File: config.mk
export PLATFORM = sky130hd
export DESIGN_NAME = linefeed_ctrl
export DESIGN_NICKNAME = d
export VERILOG_FILES = /design/src/common/linefeed_pkg.sv /design/src/rtl/linefeed_ctrl.sv
export SDC_FILE = /design/constraint.sdc
export NUM_CORES = 1
export LEC_CHECK = 0
export ABC_AREA = 0
export BUFFER_PORTS_ARGS = -buffer_cell sky130_fd_sc_hd__buf_2
export CAP_MARGIN = 20
export CORE_UTILIZATION = 55
export CTS_BUF_LIST = sky130_fd_sc_hd__clkbuf_8
export DETAILED_ROUTE_END_ITERATION = 6
export PLACE_DENSITY_LB_ADDON = 0.1
export SLEW_MARGIN = 20
export SYNTH_ARGS = -nofsm -noshare
export SYNTH_HDL_FRONTEND = slang
export SYNTH_SLANG_ARGS = --single-unit
File: constraint.sdc
create_clock -name clk -period 9.7 [get_ports clk]
set_input_delay 0.485 -clock clk [delete_from_list [all_inputs] [get_ports clk]]
set_output_delay 0.485 -clock clk [all_outputs]
set_load 0.01 [all_outputs]
File: src/common/linefeed_pkg.sv
package linefeed_pkg;

  // Linefeed state code, zero is the open state
  typedef logic [2:0] lf_code_t;
  localparam lf_code_t LF_OPEN      = 3'h0;
  localparam lf_code_t LF_FWD_ACT   = 3'h1;
  localparam lf_code_t LF_REV_ACT   = 3'h2;
  localparam lf_code_t LF_FWD_OHT   = 3'h3;
  localparam lf_code_t LF_REV_OHT   = 3'h4;
  localparam lf_code_t LF_TIP_OPEN  = 3'h5;
  localparam lf_code_t LF_RING_OPEN = 3'h6;
  localparam lf_code_t LF_RINGING   = 3'h7;
  localparam lf_code_t LF_RESET     = LF_OPEN;

  // Die temperature thresholds, degrees C
  localparam int       TEMP_W          = 8;
  localparam int       TJ_NORMAL_C     = 145;
  localparam int       TJ_RINGING_C    = 200;

  // Monitor refresh
  localparam int       CLK_HZ          = 125_000_000;
  localparam int       MON_RATE_HZ     = 2000;
  localparam int       MON_PERIOD_CYC  = CLK_HZ / MON_RATE_HZ;
  localparam int       MON_W           = 16;

  // Open switch interval length field
  localparam int       OSI_W           = 16;

  typedef enum logic [1:0] {
    DC_NONE,
    DC_CONST_V,
    DC_CONST_I,
    DC_RESISTIVE
  } dc_region_e;

  typedef struct packed {
    logic power;
    logic foreign;
    logic thermal;
  } fault_s;

  typedef struct packed {
    logic tip_drive;
    logic ring_drive;
    logic rev_polarity;
    logic audio_en;
    logic supervision_en;
    logic ringing_en;
    logic ring_offset_en;
    logic diag_en;
  } drive_s;

  typedef struct packed {
    logic signed [MON_W-1:0] tip_v;
    logic signed [MON_W-1:0] ring_v;
    logic signed [MON_W-1:0] tip_i;
    logic signed [MON_W-1:0] ring_i;
  } lead_s;

  typedef struct packed {
    logic signed [MON_W:0]   loop_v;
    logic signed [MON_W-1:0] loop_i;
    logic signed [MON_W-1:0] long_i;
  } mon_s;

endpackage

File: src/rtl/linefeed_ctrl.sv
// Notes on behaviour
// - Eight line states chosen by software code
// - Reset leaves the line in open state
// - Open state: leads high-Z, supervision, audio off
// - Fault forces open state and raises alarm
// - Alarm maskable; auto open may be disabled
// - Faults: total power, foreign, thermal shutdown
// - Over temperature forces low power autonomously
// - Threshold 145 C, 200 C while ringing
// - Monitor results refresh at least 2 kHz
// - Loop voltage, loop and longitudinal current
// - Forward active: feed, audio, tip positive
// - Reverse active: feed, audio, ring positive
// - On-hook transmission feeds with matching polarity
// - Tip open: ring fed, tip high-Z
// - Ring open: tip fed, ring high-Z
// - Ringing drives both leads, optional offset
// - Diagnostics enables test resources, leads high-Z
// - Active feed in one of three regions
`timescale 1ns/1ps
module linefeed_ctrl #(
  parameter int MON_PERIOD = linefeed_pkg::MON_PERIOD_CYC
) (
  input  wire logic                              clk,
  input  wire logic                              rst,
  input  wire linefeed_pkg::lf_code_t            state_sel,
  input  wire logic                              diag_sel,
  input  wire logic                              state_wr,
  input  wire logic                              ring_offset_cfg,
  input  wire logic                              auto_open_en,
  input  wire logic                              alarm_mask,
  input  wire logic                              alarm_clr,
  input  wire linefeed_pkg::fault_s              cause_clr,
  input  wire logic                              osi_start,
  input  wire logic [linefeed_pkg::OSI_W-1:0]    osi_cycles,
  input  wire logic                              power_exceed_pin,
  input  wire logic                              foreign_fault_pin,
  input  wire logic [linefeed_pkg::TEMP_W-1:0]   die_temp_pin,
  input  wire linefeed_pkg::lead_s               lead_pin,
  input  wire logic [linefeed_pkg::MON_W-1:0]    cv_i_max,
  input  wire logic [linefeed_pkg::MON_W-1:0]    cc_i_min,
  output linefeed_pkg::lf_code_t                 lf_state,
  output logic                                   diag_active,
  output logic                                   tripped,
  output logic                                   osi_busy,
  output linefeed_pkg::drive_s                   drive,
  output logic                                   low_power,
  output linefeed_pkg::fault_s                   alarm_cause,
  output logic                                   alarm_pending,
  output logic                                   power_alarm_irq,
  output linefeed_pkg::mon_s                     mon,
  output logic                                   mon_valid,
  output linefeed_pkg::dc_region_e               dc_region
);
  import linefeed_pkg::*;

  localparam int CNT_W = $clog2(MON_PERIOD + 1);
  localparam logic [CNT_W-1:0] CNT_RELOAD = CNT_W'(MON_PERIOD - 1);
  localparam logic [TEMP_W-1:0] THR_NORMAL  = TEMP_W'(TJ_NORMAL_C);
  localparam logic [TEMP_W-1:0] THR_RINGING = TEMP_W'(TJ_RINGING_C);

  typedef enum logic [1:0] {
    CTL_RUN,
    CTL_TRIPPED,
    CTL_OSI
  } ctl_e;

  typedef struct packed {
    logic [1:0]        fpin1;
    logic [1:0]        fpin2;
    logic [TEMP_W-1:0] temp1;
    logic [TEMP_W-1:0] temp2;
    lead_s             lead1;
    lead_s             lead2;
    ctl_e              ctl;
    lf_code_t          lf;
    lf_code_t          lf_saved;
    logic              diag;
    logic              diag_saved;
    logic [OSI_W-1:0]  osi_cnt;
    drive_s            drv;
    logic              low_power;
    fault_s            cause;
    logic              pend;
    logic              irq;
    logic [CNT_W-1:0]  mon_cnt;
    mon_s              mon;
    logic              mon_valid;
    dc_region_e        region;
    logic              held_open;
    logic              in_osi;
  } state_s;

  state_s st_ff;
  state_s nxt_st;

  // Magnitude of a signed sample, saturating the most negative value
  function automatic logic [MON_W-1:0] mag(
    input logic signed [MON_W-1:0] v
  );
    logic [MON_W-1:0] r;
    r = v[MON_W-1] ? MON_W'(-v) : MON_W'(v);
    if (v[MON_W-1] && r[MON_W-1]) begin
      r = {1'b0, {(MON_W-1){1'b1}}};
    end
    return r;
  endfunction

  // Active feed states share dc region tracking
  function automatic logic is_feed(input lf_code_t c);
    return (c == LF_FWD_ACT) || (c == LF_REV_ACT) ||
           (c == LF_FWD_OHT) || (c == LF_REV_OHT);
  endfunction

  // Scratch values of the next-state logic
  logic [TEMP_W-1:0]     thr;
  fault_s                fault_now;
  logic                  fault_any;
  logic                  trip;
  logic signed [MON_W:0] dv;
  logic signed [MON_W:0] di;
  logic signed [MON_W:0] si;
  logic [MON_W-1:0]      imag;

  always_comb begin
    nxt_st = st_ff;
    // Second stage only read by logic
    nxt_st.fpin1 = {power_exceed_pin, foreign_fault_pin};
    nxt_st.fpin2 = st_ff.fpin1;
    // Multi-bit words assume slow pins; no coherence guard
    nxt_st.temp1 = die_temp_pin;
    nxt_st.temp2 = st_ff.temp1;
    nxt_st.lead1 = lead_pin;
    nxt_st.lead2 = st_ff.lead1;

    thr = (st_ff.lf == LF_RINGING) ? THR_RINGING : THR_NORMAL;

    // A pin pulse shorter than a clock can be missed
    // three fault sources
    fault_now.power   = st_ff.fpin2[1];
    fault_now.foreign = st_ff.fpin2[0];
    fault_now.thermal = st_ff.temp2 > thr;
    fault_any = fault_now.power | fault_now.foreign | fault_now.thermal;

    trip = fault_any && auto_open_en;

    nxt_st.low_power = fault_now.thermal;

    // sticky causes, set wins over clear
    nxt_st.cause = (st_ff.cause & ~cause_clr) | fault_now;
    nxt_st.pend  = (st_ff.pend & ~alarm_clr) | fault_any;
    nxt_st.irq   = nxt_st.pend & ~alarm_mask;

    unique case (st_ff.ctl)
      CTL_RUN: begin
        if (trip) begin
          nxt_st.ctl  = CTL_TRIPPED;
          nxt_st.lf   = LF_OPEN;
          nxt_st.diag = 1'b0;
        end else if (osi_start && osi_cycles != '0) begin
          // Open switch interval, then back to prior state
          nxt_st.ctl        = CTL_OSI;
          nxt_st.lf_saved   = st_ff.lf;
          nxt_st.diag_saved = st_ff.diag;
          nxt_st.lf         = LF_OPEN;
          nxt_st.diag       = 1'b0;
          nxt_st.osi_cnt    = osi_cycles;
        end else if (state_wr) begin
          nxt_st.lf   = state_sel;
          nxt_st.diag = diag_sel;
        end
      end
      CTL_OSI: begin
        // A trip in the interval is never undone by its end
        if (trip) begin
          nxt_st.ctl = CTL_TRIPPED;
        end else if (st_ff.osi_cnt == OSI_W'(1)) begin
          nxt_st.ctl  = CTL_RUN;
          nxt_st.lf   = st_ff.lf_saved;
          nxt_st.diag = st_ff.diag_saved;
        end
        nxt_st.osi_cnt = st_ff.osi_cnt - OSI_W'(1);
      end
      CTL_TRIPPED: begin
        // Held open until software rewrites with faults gone
        nxt_st.lf   = LF_OPEN;
        nxt_st.diag = 1'b0;
        if (state_wr && !fault_any) begin
          nxt_st.ctl  = CTL_RUN;
          nxt_st.lf   = state_sel;
          nxt_st.diag = diag_sel;
        end
      end
      default: begin
        nxt_st.ctl = CTL_TRIPPED;
        nxt_st.lf  = LF_OPEN;
      end
    endcase

    // everything off by default, the open state
    nxt_st.drv = '0;
    unique case (nxt_st.lf)
      LF_OPEN: begin
        nxt_st.drv = '0;
      end
      LF_FWD_ACT: begin
        nxt_st.drv.tip_drive      = 1'b1;
        nxt_st.drv.ring_drive     = 1'b1;
        nxt_st.drv.audio_en       = 1'b1;
        nxt_st.drv.supervision_en = 1'b1;
      end
      LF_REV_ACT: begin
        nxt_st.drv.tip_drive      = 1'b1;
        nxt_st.drv.ring_drive     = 1'b1;
        nxt_st.drv.rev_polarity   = 1'b1;
        nxt_st.drv.audio_en       = 1'b1;
        nxt_st.drv.supervision_en = 1'b1;
      end
      LF_FWD_OHT: begin
        nxt_st.drv.tip_drive      = 1'b1;
        nxt_st.drv.ring_drive     = 1'b1;
        nxt_st.drv.audio_en       = 1'b1;
        nxt_st.drv.supervision_en = 1'b1;
      end
      LF_REV_OHT: begin
        nxt_st.drv.tip_drive      = 1'b1;
        nxt_st.drv.ring_drive     = 1'b1;
        nxt_st.drv.rev_polarity   = 1'b1;
        nxt_st.drv.audio_en       = 1'b1;
        nxt_st.drv.supervision_en = 1'b1;
      end
      LF_TIP_OPEN: begin
        nxt_st.drv.ring_drive     = 1'b1;
        nxt_st.drv.supervision_en = 1'b1;
      end
      LF_RING_OPEN: begin
        nxt_st.drv.tip_drive      = 1'b1;
        nxt_st.drv.rev_polarity   = 1'b1;
        nxt_st.drv.supervision_en = 1'b1;
      end
      LF_RINGING: begin
        nxt_st.drv.tip_drive      = 1'b1;
        nxt_st.drv.ring_drive     = 1'b1;
        nxt_st.drv.supervision_en = 1'b1;
        nxt_st.drv.ringing_en     = 1'b1;
        nxt_st.drv.ring_offset_en = ring_offset_cfg;
      end
    endcase

    // Diagnostics wins over the state code for the leads
    // diagnostics keeps leads high-Z
    if (nxt_st.diag) begin
      nxt_st.drv         = '0;
      nxt_st.drv.diag_en = 1'b1;
    end
    // low power overrides even with auto open off
    if (nxt_st.low_power) begin
      nxt_st.drv = '0;
    end

    // Refresh runs even while tripped, so faults stay visible
    // fixed refresh period
    nxt_st.mon_valid = 1'b0;
    dv = '0;
    di = '0;
    si = '0;
    if (st_ff.mon_cnt == '0) begin
      nxt_st.mon_cnt = CNT_RELOAD;
      dv = (MON_W+1)'(st_ff.lead2.tip_v) - (MON_W+1)'(st_ff.lead2.ring_v);
      di = (MON_W+1)'(st_ff.lead2.tip_i) - (MON_W+1)'(st_ff.lead2.ring_i);
      si = (MON_W+1)'(st_ff.lead2.tip_i) + (MON_W+1)'(st_ff.lead2.ring_i);
      nxt_st.mon.loop_v = dv;
      // Halved currents keep sixteen bits without overflow
      nxt_st.mon.loop_i = di[MON_W:1];
      nxt_st.mon.long_i = si[MON_W:1];
      nxt_st.mon_valid  = 1'b1;
    end else begin
      nxt_st.mon_cnt = st_ff.mon_cnt - CNT_W'(1);
    end

    // Region uses the last refresh, so lags by up to a period
    // dc region from loop current
    imag = mag(st_ff.mon.loop_i);
    if (!is_feed(st_ff.lf) || st_ff.diag || st_ff.low_power) begin
      nxt_st.region = DC_NONE;
    end else if (imag >= cc_i_min) begin
      nxt_st.region = DC_CONST_I;
    end else if (imag <= cv_i_max) begin
      nxt_st.region = DC_CONST_V;
    end else begin
      nxt_st.region = DC_RESISTIVE;
    end

    // Decoded here so the status pins leave a flop directly
    nxt_st.held_open = nxt_st.ctl == CTL_TRIPPED;
    nxt_st.in_osi    = nxt_st.ctl == CTL_OSI;
  end

  always_ff @(posedge clk or posedge rst) begin
    if (rst) begin
      st_ff            <= '0;
      st_ff.ctl        <= CTL_RUN;
      st_ff.lf         <= LF_RESET;
      st_ff.lf_saved   <= LF_RESET;
      // Counter starts loaded, first refresh one period on
      st_ff.mon_cnt    <= CNT_RELOAD;
      st_ff.region     <= DC_NONE;
    end else begin
      st_ff <= nxt_st;
    end
  end

  assign lf_state        = st_ff.lf;
  assign diag_active     = st_ff.diag;
  assign tripped         = st_ff.held_open;
  assign osi_busy        = st_ff.in_osi;
  assign drive           = st_ff.drv;
  assign low_power       = st_ff.low_power;
  assign alarm_cause     = st_ff.cause;
  assign alarm_pending   = st_ff.pend;
  assign power_alarm_irq = st_ff.irq;
  assign mon             = st_ff.mon;
  assign mon_valid       = st_ff.mon_valid;
  assign dc_region       = st_ff.region;

endmodule // linefeed_ctrl

== Yosys cells after proc, flatten, opt, wreduce, memory -nomap -nowiden ==
Index checks and enable logic that the tools add are counted.
W data, S select, Z words.
Storage, ports and cells
  flip-flop bits (word level): 258
  bits of input ports: 137
Operators by class
  $add $sub $neg: 6
  order comparisons: 3
  equal/unequal tests: 19
  multiplexer cells: 35
  bitwise gates (word level): 11
  reductions and logical operators: 23
Operator list (number)
  $mux W16: 5
  $sub A16 B16 Y17: 2
  $pmux W16 S2: 1
  $sub A16 B1 Y16 const B: 2
  $eq A3 B3 Y1 const B: 6
  $add A16 B16 Y17: 1
  $eq A16 B1 Y1 const B: 1
  $ge A16 B16 Y1: 1
  $le A16 B16 Y1: 1
  $logic_not A16 Y1: 1
  $mux W8: 2
  $neg A16 Y16: 1
  $reduce_bool A16 Y1: 1
  $mux W5: 3
  $pmux W5 S3: 1
  $eq A3 B2 Y1 const B: 4
  $mux W2: 6
  $reduce_or A6 Y1: 2
  $mux W1: 11
  $mux W3: 3
  $gt A8 B8 Y1: 1
  $mux W7: 1
  $reduce_or A7 Y1: 1
  $eq A3 B1 Y1 const B: 2
  other kinds (20): 37

== Longest topological paths before layout ==
  word-level depth: 13
  depth in mapped cells: 17
  gate-level depth less buffers: 16

== Least setup slack after synthesis ==
No wires, ideal clock.
  kind: register to register
  start: register st_ff, in the netlist mon[19]
  end: register st_ff, in the netlist dc_region[1]
  data arrival time: 3675 ps
  data required time: 9574 ps
  path slack: 5899 ps
  stages on the path, launching flop included: 16
  buffers on the path: 1
  clock period less this slack: 3801 ps
  cell sequence: dfrtp_1 > or4_1 > or3_1 > nor4_1 > nand3_1 > clkbuf_1 > nand2_1 > ha_1 > a21o_1 > a21o_1 > a21o_1 > a21oi_1 > nand2_1 > o2111ai_1 > a21boi_0 > o311a_1
RTL lines
  from (decl): line linefeed_ctrl.sv:94  | state_s st_ff;
  from (signal assigned): line linefeed_ctrl.sv:309  | st_ff <= nxt_st;

==> flow_metrics.env <==
export IMPL_crit_slowest_cell="nand3_1"
export IMPL_cts_resized=0
export IMPL_setup_violations=0
export IMPL_cp_top_family="simple AND/OR/NAND/NOR gates"
export IMPL_layout_drive_gt1_share_pct=22.3
export IMPL_post_cts_setup_buffers=0
export IMPL_crit_buf_inv=1
export IMPL_vias=8608
export IMPL_nFillCells=1801
export IMPL_grt_use_total_pct=21.4
export IMPL_finalNetCount=1577
export IMPL_ant_nets=0
export IMPL_crit_type="flip-flop to flip-flop"
export IMPL_avgSynthCellArea_um2=10.5
export IMPL_cellPowerDensity_nw_per_um2=170
export IMPL_rows=54
export IMPL_synthMuxAreaShare_pct=0.518
export IMPL_max_cap_violations=0
export IMPL_synth_area_um2=12300
export IMPL_hpwlAfterDp_um=17800
export IMPL_portBuffers=208
export IMPL_htreeDepth=2
export IMPL_max_stage_delay_ns=0.48
export IMPL_cts_buffer_depth=3
export IMPL_grt_max_degree=127
export IMPL_synth_top_family_by_area="compound AO/OA/AOI/OAI gates"
export IMPL_drcViolationCount=0
export IMPL_cts_hold_buf=18
export IMPL_post_drt_via_cell_ratio=5.16
export IMPL_worstPathArrival_ns=4.87
export IMPL_drt_iter0_markers=370
export IMPL_min_path_type="input port to flip-flop"
export IMPL_ir_worst_vdd_mv=0.144
export IMPL_period_minus_slack_ns=4.46
export IMPL_clkSinkCount=258
export IMPL_die_area_um2=23000
export IMPL_core_um2=21900
export IMPL_crit_chain="inv_1 > nand2_1 > or4_1 > or3_1 > nor4_1 > nand3_1 > o211ai_1 > ha_1 > nor2b_1 > o21a_1 > o21a_1 > o211ai_1 > a21oi_1 > o21ai_0 > a31oi_1 > o311a_1"
export IMPL_synth_cells=1172
export IMPL_synth_compound_area_share_pct=13.1
export IMPL_async_flop_share_pct=100
export IMPL_ys_ff_latch=258
export IMPL_reg2reg_setup_slack_ns=5.24
export IMPL_synth_simple_area_share_pct=12.8
export IMPL_synth_warnings=0
export IMPL_crit_start="mon[17]"
export IMPL_worst_r2r_cell_count=16
export IMPL_overflow=0
export IMPL_post_place_cells=1573
export IMPL_clkSlewWorstSetupHoldPaths_ns=0.06
export IMPL_critPathRequiredTime_ns=10.11
export IMPL_die_y_um=152
export IMPL_wl_per_cell_um=14.7
export IMPL_grt_first_pass_wirelength_um=38500
export IMPL_worst_path_stages=16
export IMPL_gp_congestion=0.905
export IMPL_slew_viol_final=0
export IMPL_synth_xor_area_share_pct=4.34
export IMPL_worstMarginPinSlew_ns=1.04
export IMPL_rsz0062_at_grt="no"
export IMPL_layout_common_cells="250 x dfrtp_1, 208 x buf_2, 108 x nand2_1, 108 x inv_1, 82 x ha_1"
export IMPL_first_pass_iters=5
export IMPL_finalSetupTns_ns=0
export IMPL_syn_to_final_growth_pct=15.5
export IMPL_cp_max_fo=12
export IMPL_finClkSkew_ns=0.0386
export IMPL_fmax_mhz=224
export IMPL_clkLatencyLatePin_ns=0.56
export IMPL_totalWireLength_um=24500
export IMPL_slew_headroom_pct=30.1
export IMPL_initial_utilization_pct=56.3
export IMPL_regToRegEndpoint="dc_region[1]"
export IMPL_worstSetupEndpoint="dc_region[1]"
export IMPL_fin_ws_ns=5.24
export IMPL_critPathCaptureType="flip-flop"
export IMPL_p_leak_nw=7.23
export IMPL_rr_startpoint="mon[17]"
export IMPL_crit_path_start_kind="flip-flop"
export IMPL_status="completed"
export IMPL_antenna_found_initial=2
export IMPL_cts_buffers=41
export IMPL_synth_distinct_cells=71
export IMPL_final_cells=1667
export IMPL_grt_pass1_vias=8134
export IMPL_synth_adder_area_share_pct=8.82
export IMPL_yosysSeqAreaShare_pct=52.5
export IMPL_fin_crit_sh_pct=46.0
export IMPL_synth_edff_count=0
export IMPL_pin_count=209
export IMPL_cts_root_buf="clkbuf_8"
export IMPL_cts_tree="built"
export IMPL_die_x_um=152
export IMPL_layout_commonest_cell="dfrtp_1"
export IMPL_hold_viol_final=0
export IMPL_synthFlopType="dfrtp_1"
export IMPL_pre_cts_slack_ns=5.34
-- worst min-delay path by stage --
stage          cells after the start          from            to
2_1_floorplan                      0   nxt_st[254]  fault_now[1]
3_3_place_gp                       0   nxt_st[127]    st_ff[127]
3_5_place_dp                       0   nxt_st[255]  fault_now[2]
4_1_cts                            1  lead_pin[27]   nxt_st[137]
5_1_grt                            1  lead_pin[50]   nxt_st[160]
6_report                           1  lead_pin[50]   nxt_st[160]
-- per-stage QoR --
step	hold slack (ns)	utilization [%]	total power [W]	area, µm²
after floorplan	0.331	-	0.00140	12300
after global placement	0.333	60.1	0.00148	13200
after detailed placement	0.335	60.1	0.00149	13200
after CTS	0.000632	65.0	0.00245	14200
after global routing	0.00993	65.0	0.00254	14200
final	0.0490	65.0	0.00242	14200
-- metal layers --
metal  vias up  track usage (%)  part of all wire [%]
li1       4321                -                     -
met1      3988             28.7                    45
met2       248             34.8                    46
met3        49             4.52                   6.5
met4         2             7.08                   2.1
met5         -                0                 0.053
-- flip-flops by register name, indices dropped and copies added (netlist names) --
register         flops
alarm_cause          3
alarm_pending        1
dc_region            2
diag_active          1
drive                8
fault_now            2
lf_state             3
low_power            1
mon                 49
mon_valid            1
nxt_st              74
osi_busy             1
power_alarm_irq      1
st_ff              110
tripped              1
-- worst register-to-register path: stages (launching register included) --
cell      delay, ns
dfrtp_1        0.39
inv_1          0.11
nand2_1        0.08
or4_1          0.46
or3_1          0.41
nor4_1         0.46
nand3_1        0.48
o211ai_1       0.29
ha_1           0.29
nor2b_1        0.13
o21a_1         0.16
o21a_1         0.16
o211ai_1       0.15
a21oi_1        0.08
o21ai_0        0.23
a31oi_1        0.14
o311a_1        0.30
-- area by class of cell --
| type | count | area, µm² | area share (%) |
|---|---|---|---|
| antenna | 1 | 2.50 | 0.0176 |
| clock buffer | 53 | 729 | 5.13 |
| clock inverter | 21 | 144 | 1.01 |
| inverter | 101 | 387 | 2.72 |
| multi-input combinational | 722 | 4890 | 34.4 |
| sequential | 258 | 6470 | 45.5 |
| tap | 280 | 350 | 2.46 |
| timing repair buffer | 231 | 1260 | 8.83 |
-- cell families after synthesis --
kind of cell / Yosys count
xor+xnor: 61
fa+ha+maj: 85
flops: 258
buf+inv: 193
compound gates: 245
other cells: 1
mux: 6
simple gates: 323
-- where the power goes --
part           switching [W]  total, W  internal, W  leakage [nW]
clock               0.000415  0.000939     0.000524         0.491
combinational       0.000163  0.000297     0.000133          3.60
sequential         0.0000441   0.00118      0.00114          3.15
-- cell usage after synthesis, types with 10 or more instances --
cell type,instances,share of area [%]
a21o_1,13,0.79
o21ai_0,79,3.2
clkbuf_1,24,0.73
dfrtp_1,250,51
nand2b_1,11,0.56
nand3_1,22,0.89
a31oi_1,13,0.66
nand2_1,108,3.3
xnor2_1,36,2.6
nor2b_1,14,0.71
xor2_1,25,1.8
buf_4,65,4.0
or4_1,11,0.67
inv_1,98,3.0
nor3_1,25,1.0
a21oi_1,55,2.2
or3_1,10,0.51
ha_1,82,8.3
nor2_1,70,2.1
No activity file was read; power rests on OpenSTA's default activity.
